**config.mk**
```make
export PLATFORM = sky130hd
export DESIGN_NAME = dadc_top
export DESIGN_NICKNAME = d
export VERILOG_FILES = /design/src/pkg/dadc_pkg.sv /design/src/verilog/dadc_top.sv
export SDC_FILE = /design/constraint.sdc
export NUM_CORES = 1
export LEC_CHECK = 0
export BUFFER_PORTS_ARGS = -buffer_cell sky130_fd_sc_hd__buf_2
export CORE_MARGIN = 4
export CORE_UTILIZATION = 45
export CTS_CLUSTER_DIAMETER = 30
export CTS_CLUSTER_SIZE = 20
export DETAILED_ROUTE_END_ITERATION = 8
export MAX_ROUTING_LAYER = met4
export PLACE_DENSITY = 0.67
export SETUP_SLACK_MARGIN = 0.4
export SYNTH_ARGS = -nofsm -noshare
export SYNTH_HDL_FRONTEND = slang
export SYNTH_SLANG_ARGS = --single-unit
```
**constraint.sdc**
```tcl
create_clock -name MCLK_IN -period 4.7 [get_ports MCLK_IN]
set_input_delay 0.235 -clock MCLK_IN [delete_from_list [all_inputs] [get_ports MCLK_IN]]
set_output_delay 0.235 -clock MCLK_IN [all_outputs]
set_load 0.01 [all_outputs]
```
**src/pkg/dadc_pkg.sv**
```systemverilog
package dadc_pkg;
    // ******************************************************
    // Data and timing
    // ******************************************************
    localparam int DW = 10;
    localparam int ACC_W = 15;
    localparam int SAMPLE_DIV = 6;
    localparam logic [2:0] DIV_LAST = 3'h5;
    localparam logic [2:0] PH_I = 3'h2;
    localparam logic [2:0] PH_Q = 3'h5;
    localparam int CAL_SKIP = 1;
    localparam int CAL_SAMPLES = 32;
    localparam int CAL_TICKS = 34;
    localparam logic [5:0] CAL_FIRST = 6'h01;
    localparam logic [5:0] CAL_LAST = 6'h21;
    localparam int AVG_SHIFT = 5;
    localparam logic [9:0] CODE_MSB = 10'h200;
    localparam logic signed [10:0] SAT_HI = 11'sh1FF;
    localparam logic signed [10:0] SAT_LO = -11'sh200;
    localparam int FIFO_DEPTH = 8;
    // ******************************************************
    // Register map
    // ******************************************************
    localparam logic [7:0] REG_CTRL = 8'h00;
    localparam logic [7:0] REG_STATUS = 8'h04;
    localparam logic [7:0] REG_OFFSET = 8'h08;
    localparam logic [5:0] CTRL_RESET = 6'h00;
    localparam int CB_BUS_SEL = 0;
    localparam int CB_FORMAT = 1;
    localparam int CB_GAIN = 2;
    localparam int CB_STANDBY = 3;
    localparam int CB_PDOWN = 4;
    localparam int CB_OC_TRIG = 5;
    localparam int OFS_Q_LSB = 16;
    typedef enum logic [1:0] {DADC_CAL_IDLE, DADC_CAL_RUN} dadc_cal_t;
endpackage

```
**src/verilog/dadc_top.sv**
```systemverilog
`timescale 1ns/1ps
// Summary of operation
// - Bus select high: I word on I bus, Q word on Q bus.
// - Bus select low: I then Q interleaved on I bus, Q bus low.
// - Rising offset trigger starts a correction sequence per channel.
// - Sequence ends within 34 samples, averaging 32 conversions.
// - Averaged offset is subtracted from later conversions, saturating.
// - Format low gives offset binary, high gives two's complement.
// - Offset binary: +full all ones, zero top bit, -full zeros.
// - Two's complement: +full 1FF, zero 000, -full 200.
// - Conversion runs only while standby and power down are low.
// - Standby alone: low power, outputs hold last conversion.
// - Power down forces sleep and wins over standby.
// - Sleep holds last outputs; data pins always driven.
// - Gain select sets full scale range for both channels.
// - Both channels captured together on each sample strobe.

// ******************************************************
// Sample FIFO
// ******************************************************
module dadc_fifo #(
    parameter int WIDTH = 20,
    parameter int DEPTH = 8
) (
    input wire logic clk_in,
    input wire logic rst_in,
    input wire logic in_valid_in,
    output logic in_ready_out,
    input wire logic [WIDTH-1:0] in_data_in,
    output logic out_valid_out,
    input wire logic out_ready_in,
    output logic [WIDTH-1:0] out_data_out
);
    localparam int AW = $clog2(DEPTH);
    logic [WIDTH-1:0] mem_q [DEPTH];
    logic [AW-1:0] wr_q;
    logic [AW-1:0] rd_q;
    logic [AW:0] cnt_q;
    logic [AW:0] cnt_d;
    wire push = in_valid_in && in_ready_out;
    wire pop = out_valid_out && out_ready_in;
    always_comb begin
        cnt_d = cnt_q;
        if (push && !pop) begin
            cnt_d = cnt_q + 1'b1;
        end else if (pop && !push) begin
            cnt_d = cnt_q - 1'b1;
        end
    end
    always_ff @(posedge clk_in or posedge rst_in) begin
        if (rst_in) begin
            wr_q <= '0;
            rd_q <= '0;
            cnt_q <= '0;
            in_ready_out <= 1'b1;
            out_valid_out <= 1'b0;
        end else begin
            if (push) begin
                wr_q <= wr_q + 1'b1;
            end
            if (pop) begin
                rd_q <= rd_q + 1'b1;
            end
            cnt_q <= cnt_d;
            in_ready_out <= (cnt_d != (AW+1)'(DEPTH));
            out_valid_out <= (cnt_d != '0);
        end
    end
    always_ff @(posedge clk_in) begin
        if (push) begin
            mem_q[wr_q] <= in_data_in;
        end
    end
    assign out_data_out = mem_q[rd_q];
endmodule // dadc_fifo

// ******************************************************
// Converter output control
// ******************************************************
module dadc_top
    import dadc_pkg::*;
(
    input wire logic MCLK_IN,
    input wire logic RST_IN,
    input wire logic WB_CYC_IN,
    input wire logic WB_STB_IN,
    input wire logic WB_WE_IN,
    input wire logic [7:0] WB_ADR_IN,
    input wire logic [3:0] WB_SEL_IN,
    input wire logic [31:0] WB_DAT_IN,
    output logic [31:0] WB_DAT_OUT,
    output logic WB_ACK_OUT,
    input wire logic [9:0] RAW_I_IN,
    input wire logic [9:0] RAW_Q_IN,
    output logic SAMPLE_STROBE_OUT,
    output logic GAIN_OUT,
    output logic STANDBY_OUT,
    output logic SLEEP_OUT,
    output logic FIFO_READY_OUT,
    output logic [9:0] I_DATA_OUT,
    output logic [9:0] Q_DATA_OUT
);
    logic [5:0] ctrl_q;
    logic oc_prev_q;
    logic [2:0] div_q;
    logic cap_q;
    logic [9:0] raw_i_q;
    logic [9:0] raw_q_q;
    dadc_cal_t cal_q;
    logic [5:0] cal_cnt_q;
    logic signed [ACC_W-1:0] acc_i_q;
    logic signed [ACC_W-1:0] acc_q_q;
    logic signed [9:0] ofs_i_q;
    logic signed [9:0] ofs_q_q;
    logic [9:0] q_word_q;
    logic q_due_q;
    logic [19:0] fifo_out;
    logic fifo_valid;

    // ******************************************************
    // Register decode
    // ******************************************************
    wire wb_req = WB_CYC_IN && WB_STB_IN && !WB_ACK_OUT;
    wire wr_ctrl = wb_req && WB_WE_IN && WB_SEL_IN[0]
        && (WB_ADR_IN == REG_CTRL);
    wire bus_par = ctrl_q[CB_BUS_SEL];
    wire fmt_twos = ctrl_q[CB_FORMAT];
    wire sleep = ctrl_q[CB_PDOWN];
    wire standby_request = ctrl_q[CB_STANDBY] && !sleep;
    wire conv = !ctrl_q[CB_STANDBY] && !ctrl_q[CB_PDOWN];
    wire tick = (div_q == '0);
    wire oc_rise = ctrl_q[CB_OC_TRIG] && !oc_prev_q;
    wire [31:0] rd_status = {28'h0000000, !FIFO_READY_OUT, sleep, standby_request,
        cal_q == DADC_CAL_RUN};
    wire [31:0] rd_ofs = {6'h00, ofs_q_q, 6'h00, ofs_i_q};
    wire [31:0] rd_data = (WB_ADR_IN == REG_CTRL) ? {26'h0, ctrl_q} :
        (WB_ADR_IN == REG_STATUS) ? rd_status :
        (WB_ADR_IN == REG_OFFSET) ? rd_ofs : 32'h00000000;

    always_ff @(posedge MCLK_IN or posedge RST_IN) begin
        if (RST_IN) begin
            ctrl_q <= CTRL_RESET;
            oc_prev_q <= 1'b0;
            WB_ACK_OUT <= 1'b0;
            WB_DAT_OUT <= 32'h00000000;
        end else begin
            oc_prev_q <= ctrl_q[CB_OC_TRIG];
            WB_ACK_OUT <= wb_req;
            if (wr_ctrl) begin
                ctrl_q <= WB_DAT_IN[5:0];
            end
            if (wb_req) begin
                WB_DAT_OUT <= rd_data;
            end
        end
    end

    // ******************************************************
    // Sample rate and capture
    // ******************************************************
    always_ff @(posedge MCLK_IN or posedge RST_IN) begin
        if (RST_IN) begin
            div_q <= '0;
            cap_q <= 1'b0;
            raw_i_q <= '0;
            raw_q_q <= '0;
            SAMPLE_STROBE_OUT <= 1'b0;
            GAIN_OUT <= 1'b0;
            STANDBY_OUT <= 1'b0;
            SLEEP_OUT <= 1'b0;
        end else begin
            div_q <= (div_q == DIV_LAST) ? '0 : div_q + 3'h1;
            GAIN_OUT <= ctrl_q[CB_GAIN];
            STANDBY_OUT <= standby_request;
            SLEEP_OUT <= sleep;
            SAMPLE_STROBE_OUT <= tick && conv;
            cap_q <= tick && conv;
            if (tick && conv) begin
                raw_i_q <= RAW_I_IN;
                raw_q_q <= RAW_Q_IN;
            end
        end
    end

    // ******************************************************
    // Offset correction
    // ******************************************************
    wire signed [9:0] c_i = $signed(raw_i_q ^ CODE_MSB);
    wire signed [9:0] c_q = $signed(raw_q_q ^ CODE_MSB);
    wire cal_acc = cap_q && (cal_q == DADC_CAL_RUN)
        && (cal_cnt_q >= CAL_FIRST) && (cal_cnt_q < CAL_LAST);
    wire cal_end = cap_q && (cal_q == DADC_CAL_RUN)
        && (cal_cnt_q == CAL_LAST);

    always_ff @(posedge MCLK_IN or posedge RST_IN) begin
        if (RST_IN) begin
            cal_q <= DADC_CAL_IDLE;
            cal_cnt_q <= '0;
            acc_i_q <= '0;
            acc_q_q <= '0;
            ofs_i_q <= '0;
            ofs_q_q <= '0;
        end else begin
            unique case (cal_q)
                DADC_CAL_IDLE: begin
                    if (oc_rise) begin
                        cal_q <= DADC_CAL_RUN;
                        cal_cnt_q <= '0;
                        acc_i_q <= '0;
                        acc_q_q <= '0;
                        ofs_i_q <= '0;
                        ofs_q_q <= '0;
                    end
                end
                DADC_CAL_RUN: begin
                    if (cap_q) begin
                        cal_cnt_q <= cal_cnt_q + 6'h01;
                    end
                    if (cal_acc) begin
                        acc_i_q <= acc_i_q + ACC_W'(c_i);
                        acc_q_q <= acc_q_q + ACC_W'(c_q);
                    end
                    if (cal_end) begin
                        ofs_i_q <= acc_i_q[AVG_SHIFT +: DW];
                        ofs_q_q <= acc_q_q[AVG_SHIFT +: DW];
                        cal_q <= DADC_CAL_IDLE;
                    end
                end
            endcase
        end
    end

    wire signed [10:0] d_i = 11'(c_i) - 11'(ofs_i_q);
    wire signed [10:0] d_q = 11'(c_q) - 11'(ofs_q_q);
    wire [9:0] s_i = (d_i > SAT_HI) ? 10'h1FF :
        (d_i < SAT_LO) ? 10'h200 : d_i[9:0];
    wire [9:0] s_q = (d_q > SAT_HI) ? 10'h1FF :
        (d_q < SAT_LO) ? 10'h200 : d_q[9:0];

    // ******************************************************
    // Buffer and output formatting
    // ******************************************************
    // Drain runs on in low power, so no stale word delays wake-up
    wire pop = fifo_valid && (div_q == PH_I);
    wire q_end = q_due_q && (div_q == PH_Q);
    wire [9:0] f_i = fmt_twos ? fifo_out[19:10] : fifo_out[19:10] ^ CODE_MSB;
    wire [9:0] f_q = fmt_twos ? fifo_out[9:0] : fifo_out[9:0] ^ CODE_MSB;

    dadc_fifo #(.WIDTH(20), .DEPTH(FIFO_DEPTH)) u_fifo (
        .clk_in(MCLK_IN),
        .rst_in(RST_IN),
        .in_valid_in(cap_q),
        .in_ready_out(FIFO_READY_OUT),
        .in_data_in({s_i, s_q}),
        .out_valid_out(fifo_valid),
        .out_ready_in(pop),
        .out_data_out(fifo_out)
    );

    always_ff @(posedge MCLK_IN or posedge RST_IN) begin
        if (RST_IN) begin
            I_DATA_OUT <= '0;
            Q_DATA_OUT <= '0;
            q_word_q <= '0;
            q_due_q <= 1'b0;
        end else if (pop) begin
            I_DATA_OUT <= f_i;
            Q_DATA_OUT <= bus_par ? f_q : '0;
            q_word_q <= f_q;
            q_due_q <= 1'b1;
        end else if (q_end) begin
            // Q word follows on I bus
            if (!bus_par) begin
                I_DATA_OUT <= q_word_q;
                Q_DATA_OUT <= '0;
            end
            q_due_q <= 1'b0;
        end else if (!bus_par) begin
            Q_DATA_OUT <= '0;
        end
    end
endmodule // dadc_top

```
==> metrics.txt, run 1 <==
FF-to-FF Start=ofs_q_q[0]; Max clock buf depth=3; crit end category=flip-flop; first-pass GRT wire length=around 54000 um; Total Nets Final=roughly 1.4k; Post-synth EDFFs=160; TritonRoute pass-1 iters=5; Routed WL per cell=roughly 19 um; sequential share of the synthesized area=approximately 58%; RR Endpoint=u_fifo.mem_q[7][7]; GP Congestion=between 0.8 and 0.9; MaxCap Viol Count=0; Overflow after GRT=0; CP Class=flip-flop to flip-flop; Root Driver=clkbuf_16; P&R area growth vs syn=23.6%; largest net degree at the start of global routing=~120; Primary FF master, synth=edfxtp_1; Post-route DRC=0; Placement Rows=66; reg2reg setup slack=about 1.7 ns; f_max=about 330 MHz; relative slew slack=between 20% and 30%; Starting Density=a little under half; crit-path cells=ha_1, fa_1, nor2b_1, o31a_1, o221a_1, o21a_4, o311ai_4, a31oi_1; Post-Layout Cell Count=approximately 1.8k; remaining antenna violation count=0; Port Buffer Count=85; DR vias/cell=approximately 5.5; DP HPWL=roughly 21000 um; post-placement cell count=1655; CP arrival=~3.3 ns; WHS Path Cells=4; R2R depth=8; ys async rst share=about half; height of the die=around 190 um; worst skew pair latency=roughly 0.55 ns; Slowest-stage cell, CP=a31oi_1; RSZ-0062 raised after global routing=no; Clock Skew=between 0.02 and 0.025 ns; DR iter-0 viols=691; Worst Path Buf+Inv=0; cell family with most CP delay=compound AO/OA/AOI/OAI gates; Hold Path End=WB_DAT_OUT[0]; share of layout cells above drive strength 1=between 20 and 25%; IO Count=127; status=complete, no violations; HP Class=input port to flip-flop; Final Max Tran Viols=0; clock sink count=between 300 and 400; average cell area after synthesis=approximately 13 um^2; VDD IR max=approximately 0.32 mV; vias in the first global route=approximately 10k; count of cell types in the netlist=75; CTS tree=yes; ant diodes=0; die area=~0.036 mm^2; Slew @ Worst Pin=roughly 1.1 ns; post-synthesis cell area=0.0149 mm^2; pwr dens=roughly 540 mW/mm^2; Startpoint Class=flip-flop; Final period util=64.5%; Yosys reg bits=between 300 and 400; Total GRT Usage=19.5%; core area=around 0.033 mm^2; worst slack, placed=around 1.8 ns; via count=9880; setup violators final=0; leakage power=~7.6 nW; cts hold-fix bufs=27; post-CTS setup buffers=0; final hold viol count=0; Post-Route WL=between 30000 and 40000 um; Required @ worst endpoint=a little under 5 ns; Tmin final=between 3 and 4 ns; setup tns final=0 ns; Num CTS Buffers=just under 70; final core occ=approximately 56%; Crit Path Max Fanout=8; DIE WIDTH=~190 um; clock transition at the registers of the reported paths=0.05 ns; Mapped Cells=between 1k and 1.5k; Warnings, synthesis=0; worst stage delay on the critical path=a little under 0.7 ns; worst hold start=WB_ADR_IN[4]; initial antenna violation count=0; CTS resizes=0; worst setup margin=between 1.5 and 2 ns; H-tree lvl count=3
-- metrics by stage --
step	cell area, um^2	total power, W	hold WS (ns)
global route	18400	0.0104	0.144
detailed placement	15800	0.00535	0.396
global placement	15800	0.00531	0.379
finish	18400	0.00999	0.0927
CTS	18400	0.0101	0.0809
floorplan	14900	0.00477	0.357
-- cells in the mapped netlist (12+ instances only) --
cell type  number  area (um^2)
o21ai_1        40          200
a31oi_1        25          156
clkbuf_1       21         78.8
nand3_1        39          195
mux2_1         20          225
nor2b_1        12         75.1
buf_4          13         97.6
o21ai_0        38          190
inv_1          43          161
nand2b_1       14         87.6
mux4_2         40          901
o21a_1         16          120
buf_2          15         75.1
a21oi_1        41          205
a22o_1         14          123
xor2_1         23          201
edfxtp_1      160         4800
o31ai_1        24          180
nor2_1         47          176
nand2_1        97          364
a21o_1         19          143
mux2i_1        19          190
nor3_1         12         60.1
ha_1           55          688
mux2_2         13          146
dfrtp_1       154         3850
xnor2_1        21          184
-- area by class of cell --
cell class | instances | area, um^2
fill | 2626 | 14200
sequential | 315 | 8690
multi-input combinational | 750 | 5850
clock buffer | 81 | 1830
timing repair buffer | 131 | 851
tap | 442 | 553
clock inverter | 41 | 462
inverter | 44 | 169
-- flip-flops by register name, summed over array words and instances, names as in the netlist, 10 cells and up --
name          count
ofs_i_q          10
WB_DAT_OUT       20
Q_DATA_OUT       10
ofs_q_q          10
I_DATA_OUT       10
raw_q_q          10
acc_q_q          15
q_word_q         10
raw_i_q          10
u_fifo.mem_q    160
acc_i_q          15
-- how the worst max path moves through the flow --
stage / startpoint / to / slack, ns / cells after the start
4_1_cts: ofs_q_q[0] / u_fifo.mem_q[7][5] / 1.73 / 8
2_1_floorplan: u_fifo.in_ready_out / u_fifo.mem_q[0][0] / 1.80 / 3
3_5_place_dp: ofs_q_q[0] / u_fifo.mem_q[7][7] / 1.75 / 8
3_3_place_gp: ofs_q_q[0] / u_fifo.mem_q[4][7] / 1.85 / 8
5_1_grt: ofs_q_q[0] / u_fifo.mem_q[7][5] / 1.55 / 8
6_report: ofs_q_q[0] / u_fifo.mem_q[7][7] / 1.67 / 8
-- per-layer routing --
layer	track usage (%)	up-vias	part of all wire [%]
li1	-	4656	-
met1	26.3	4906	45
met2	31.0	250	48
met3	3.10	68	4.3
met4	5.76	0	2.2
met5	-	-	0
-- cell families (layout without fill, tap and decap cells) --
logic type | count (synthesis) | count (layout) | share of synthesized area, %
compound gates | 271 | 271 | 12.2
simple gates | 272 | 272 | 8.93
fa+ha+maj | 59 | 59 | 5.16
mux | 92 | 92 | 9.82
other cells | 1 | 12 | 0.0252
buf+inv | 100 | 297 | 2.97
xor+xnor | 44 | 44 | 2.59
flops | 315 | 315 | 58.3
-- worst reg2reg max path, cell delays in order (launching register included) --
cell	delay, ns
dfrtp_1	0.42
ha_1	0.26
fa_1	0.40
nor2b_1	0.16
o31a_1	0.20
o221a_1	0.25
o21a_4	0.19
o311ai_4	0.14
a31oi_1	0.69
-- placed cells by master (no fill, tap or decap), types with 19 or more instances in the layout --
cell type and n:
buf_2 85, a21oi_1 41, mux2i_1 19, a21o_1 19, o31ai_1 24, nor2_1 40
nand2_1 97, xnor2_1 21, nand3_1 39, dlygate4sd3_1 27, a31oi_1 25, o21ai_1 40
xor2_1 23, edfxtp_1 160, mux4_2 40, ha_1 55, mux2_1 20, o21ai_0 38
clkbuf_16 70, inv_1 42, dfrtp_1 153
-- where the power goes --
part           leakage, nW  switching, W  internal (W)
Combinational         3.05       0.00111      0.000772
Clock                 1.08       0.00151       0.00317
Sequential            3.50      0.000167       0.00326
Power figures use the tool's default switching activity.
==> inputs of run 2 (changes only) <==
ABC_AREA = 1   (was default)
clock period = 2.59 ns   (was 4.7 ns; I/O delays follow)
==> metrics.txt, run 2 <==
Post-Route WL=40200 um (+19%); hold_ws=0.0349 ns (-0.0577 ns); commonest non-fill, non-tap cell in the layout=nand2_1; Mapped Cells=1696 (+47%); clock sink count=315 (unchanged); GP Congestion=0.888 (+4.1%); die area=0.0372 mm^2 (+3.1%); reg2reg setup slack=0.42 ns (-1.24 ns); TritonRoute pass-1 iters=5 (unchanged); Placement Rows=67 (+1.5%); Required @ worst endpoint=3.02 ns (-1.91 ns); VDD IR max=0.547 mV (+70%); setup violators final=0 (unchanged); post-route cell area=0.0198 mm^2 (+7.8%); core area=0.0336 mm^2 (+3.1%); worst setup margin=0.425 ns (-1.24 ns); f_max=462 MHz (+40%); Max clock buf depth=3 (unchanged); Post-synth EDFFs=160 (unchanged); leakage power=9.16 nW (+20%); Warnings, synthesis=0 (unchanged); Overflow after GRT=0 (unchanged); RSZ-0062 raised after global routing=yes; CP Class=flip-flop to flip-flop; Slew @ Worst Pin=0.886 ns (-0.192 ns); Total Nets Final=1999 (+39%); Primary FF master, synth=edfxtp_1; height of the die=193 um (+1.5%); DP Area=0.0164 mm^2 (+3.4%); status=complete, no violations; number of flip-flops in the largest register=160 (unchanged); top-count cell post-synth=nand2_1; Total GRT Usage=22.4% (+2.9 points); Post-route DRC=0 (unchanged); CTS tree=yes; sequential share of the synthesized area=56.5% (-1.8 points); DR iter-0 viols=816 (+18%); via count=12.3k (+25%); post-synthesis cell area=0.0154 mm^2 (+3.2%); average cell area after synthesis=9.06 um^2 (-30%); remaining antenna violation count=0 (unchanged); ant diodes=0 (unchanged); synth top area cells=edfxtp_1 31%, dfrtp_1 25%, nand2_1 11%; Routed WL per cell=16.9 um (-9.7%); Tmin final=2.17 ns (-0.868 ns); relative slew slack=40.9% (+13 points); worst slack, placed=0.153 ns (-1.60 ns); Largest regs=u_fifo.mem_q x160, WB_DAT_OUT x20; final core occ=59.0% (+2.6 points); Crit Path Max Fanout=8 (unchanged); Yosys reg bits=315 (unchanged); DR vias/cell=5.18 (-5.5%); top cells by count, synth=465 x nand2_1, 199 x nor2_1, 160 x edfxtp_1; Clock Skew=0.0341 ns (+0.0138 ns); Num CTS Buffers=70 (+2.9%); initial antenna violation count=0 (unchanged); worst skew pair latency=0.59 ns (+0.04 ns); Port Buffer Count=85 (unchanged); IO Count=127 (unchanged); crit end category=flip-flop; most frequent cells in the layout=426 x nand2_1, 189 x nor2_1, 160 x edfxtp_1; Root Driver=clkbuf_16; pwr dens=883 mW/mm^2 (+63%); first-pass GRT wire length=63900 um (+17%); ys async rst share=49.2% (unchanged); vias in the first global route=12.2k (+21%); largest area contributor in the netlist=edfxtp_1; P&R area growth vs syn=29.1%; Final period util=83.6% (+19 points); largest net degree at the start of global routing=84 (-32%); clock transition at the registers of the reported paths=0.05 ns (about the same); H-tree lvl count=3 (unchanged); DIE WIDTH=193 um (+1.5%); Yosys top cell area share=31.3% (-1.0 points); share of layout cells above drive strength 1=18.0% (-3.7 points); count of cell types in the netlist=43 (-43%); CP arrival=2.59 ns (-0.67 ns); Startpoint Class=flip-flop; Final Max Tran Viols=0 (unchanged); DP HPWL=25300 um (+19%); HP Class=input port to flip-flop; final hold viol count=0 (unchanged); most flop-heavy register=u_fifo.mem_q; Starting Density=45.7% (+0.056 points); setup tns final=0 ns (unchanged); MaxCap Viol Count=0 (unchanged)
## run 2: changes by cell type after synthesis, sizes merged, moves of 21 or more
cell   delta
mux2     -32
o21ai    +74
a31oi    -21
nor2    +150
a21oi    +26
inv     +109
mux4     -40
nand2   +370
o31ai    -25
nand3    +63
## run 2: cell families after synthesis
family / count (synthesis) / share of synthesized area [%]
flops: 315 / 56.5
fa+ha+maj: 59 / 5.00
xor+xnor: 27 / 1.54
compound gates: 264 / 9.16
buf+inv: 221 / 6.07
other cells: 1 / 0.0244
mux: 1 / 0.0733
simple gates: 808 / 21.6
## run 2: worst paths after layout
path,from,endpoint,cells after the start
worst max-delay path,ofs_q_q[0],u_fifo.mem_q[7][3],13
worst min-delay path,WB_ADR_IN[3],WB_DAT_OUT[0],5
worst max register to register,ofs_q_q[0],u_fifo.mem_q[7][3],13
worst min register to register,ctrl_q[5],oc_prev_q,0
max in group asynchronous,RST_IN,SLEEP_OUT,5
min in group asynchronous,RST_IN,WB_ACK_OUT,3
## run 2: critical path, stage by stage (launching register included)
cell,delay [ns]
dfrtp_1,0.41
ha_4,0.20
fa_2,0.36
inv_2,0.07
nand3_1,0.08
nand2_2,0.09
nand2_1,0.08
nand2_2,0.08
nand2_1,0.07
nand2_2,0.11
nand2_8,0.11
clkinv_8,0.09
nand2_8,0.13
nand2_8,0.13
## run 2: final cells by class
cell class | count | area [um^2]
timing repair buffer | 153 | 1080
multi-input combinational | 1173 | 6430
tap | 448 | 561
sequential | 315 | 8690
clock inverter | 47 | 637
inverter | 158 | 627
clock buffer | 82 | 1820
fill | 2775 | 13800
## run 2: repair_timing
item / in CTS / in global routing
hold buffers: 30 / 0
setup buffers: 0 / 5
setup endpoints to repair: 144 / 172
pin swaps: 2 / 15
resized for setup: 43 / 94
endpoints found under the hold margin: 54 / 0
gates cloned: 2 / 0
## run 2: power by group
part / internal, W / switching (W) / total, W
sequential: 0.00551 / 0.000185 / 0.00569
clock: 0.00610 / 0.00300 / 0.00911
combinational: 0.000974 / 0.00175 / 0.00272
total: 0.0126 / 0.00493 / 0.0175
## run 2: per-layer routing
metal | share of wire, % | GRT usage [%] | vias up
li1 | - | - | 5991
met1 | 43 | 29.2 | 5870
met2 | 49 | 36.2 | 382
met3 | 6.4 | 4.23 | 59
met4 | 1.8 | 6.36 | 0
met5 | 0 | - | -
## run 2: stage by stage
stage,total power [W],instances
after floorplan,0.00764,1707
after detailed placement,0.00841,2210
after global placement,0.00833,2210
after CTS,0.0176,2371
final,0.0175,2376
after global routing,0.0183,2376
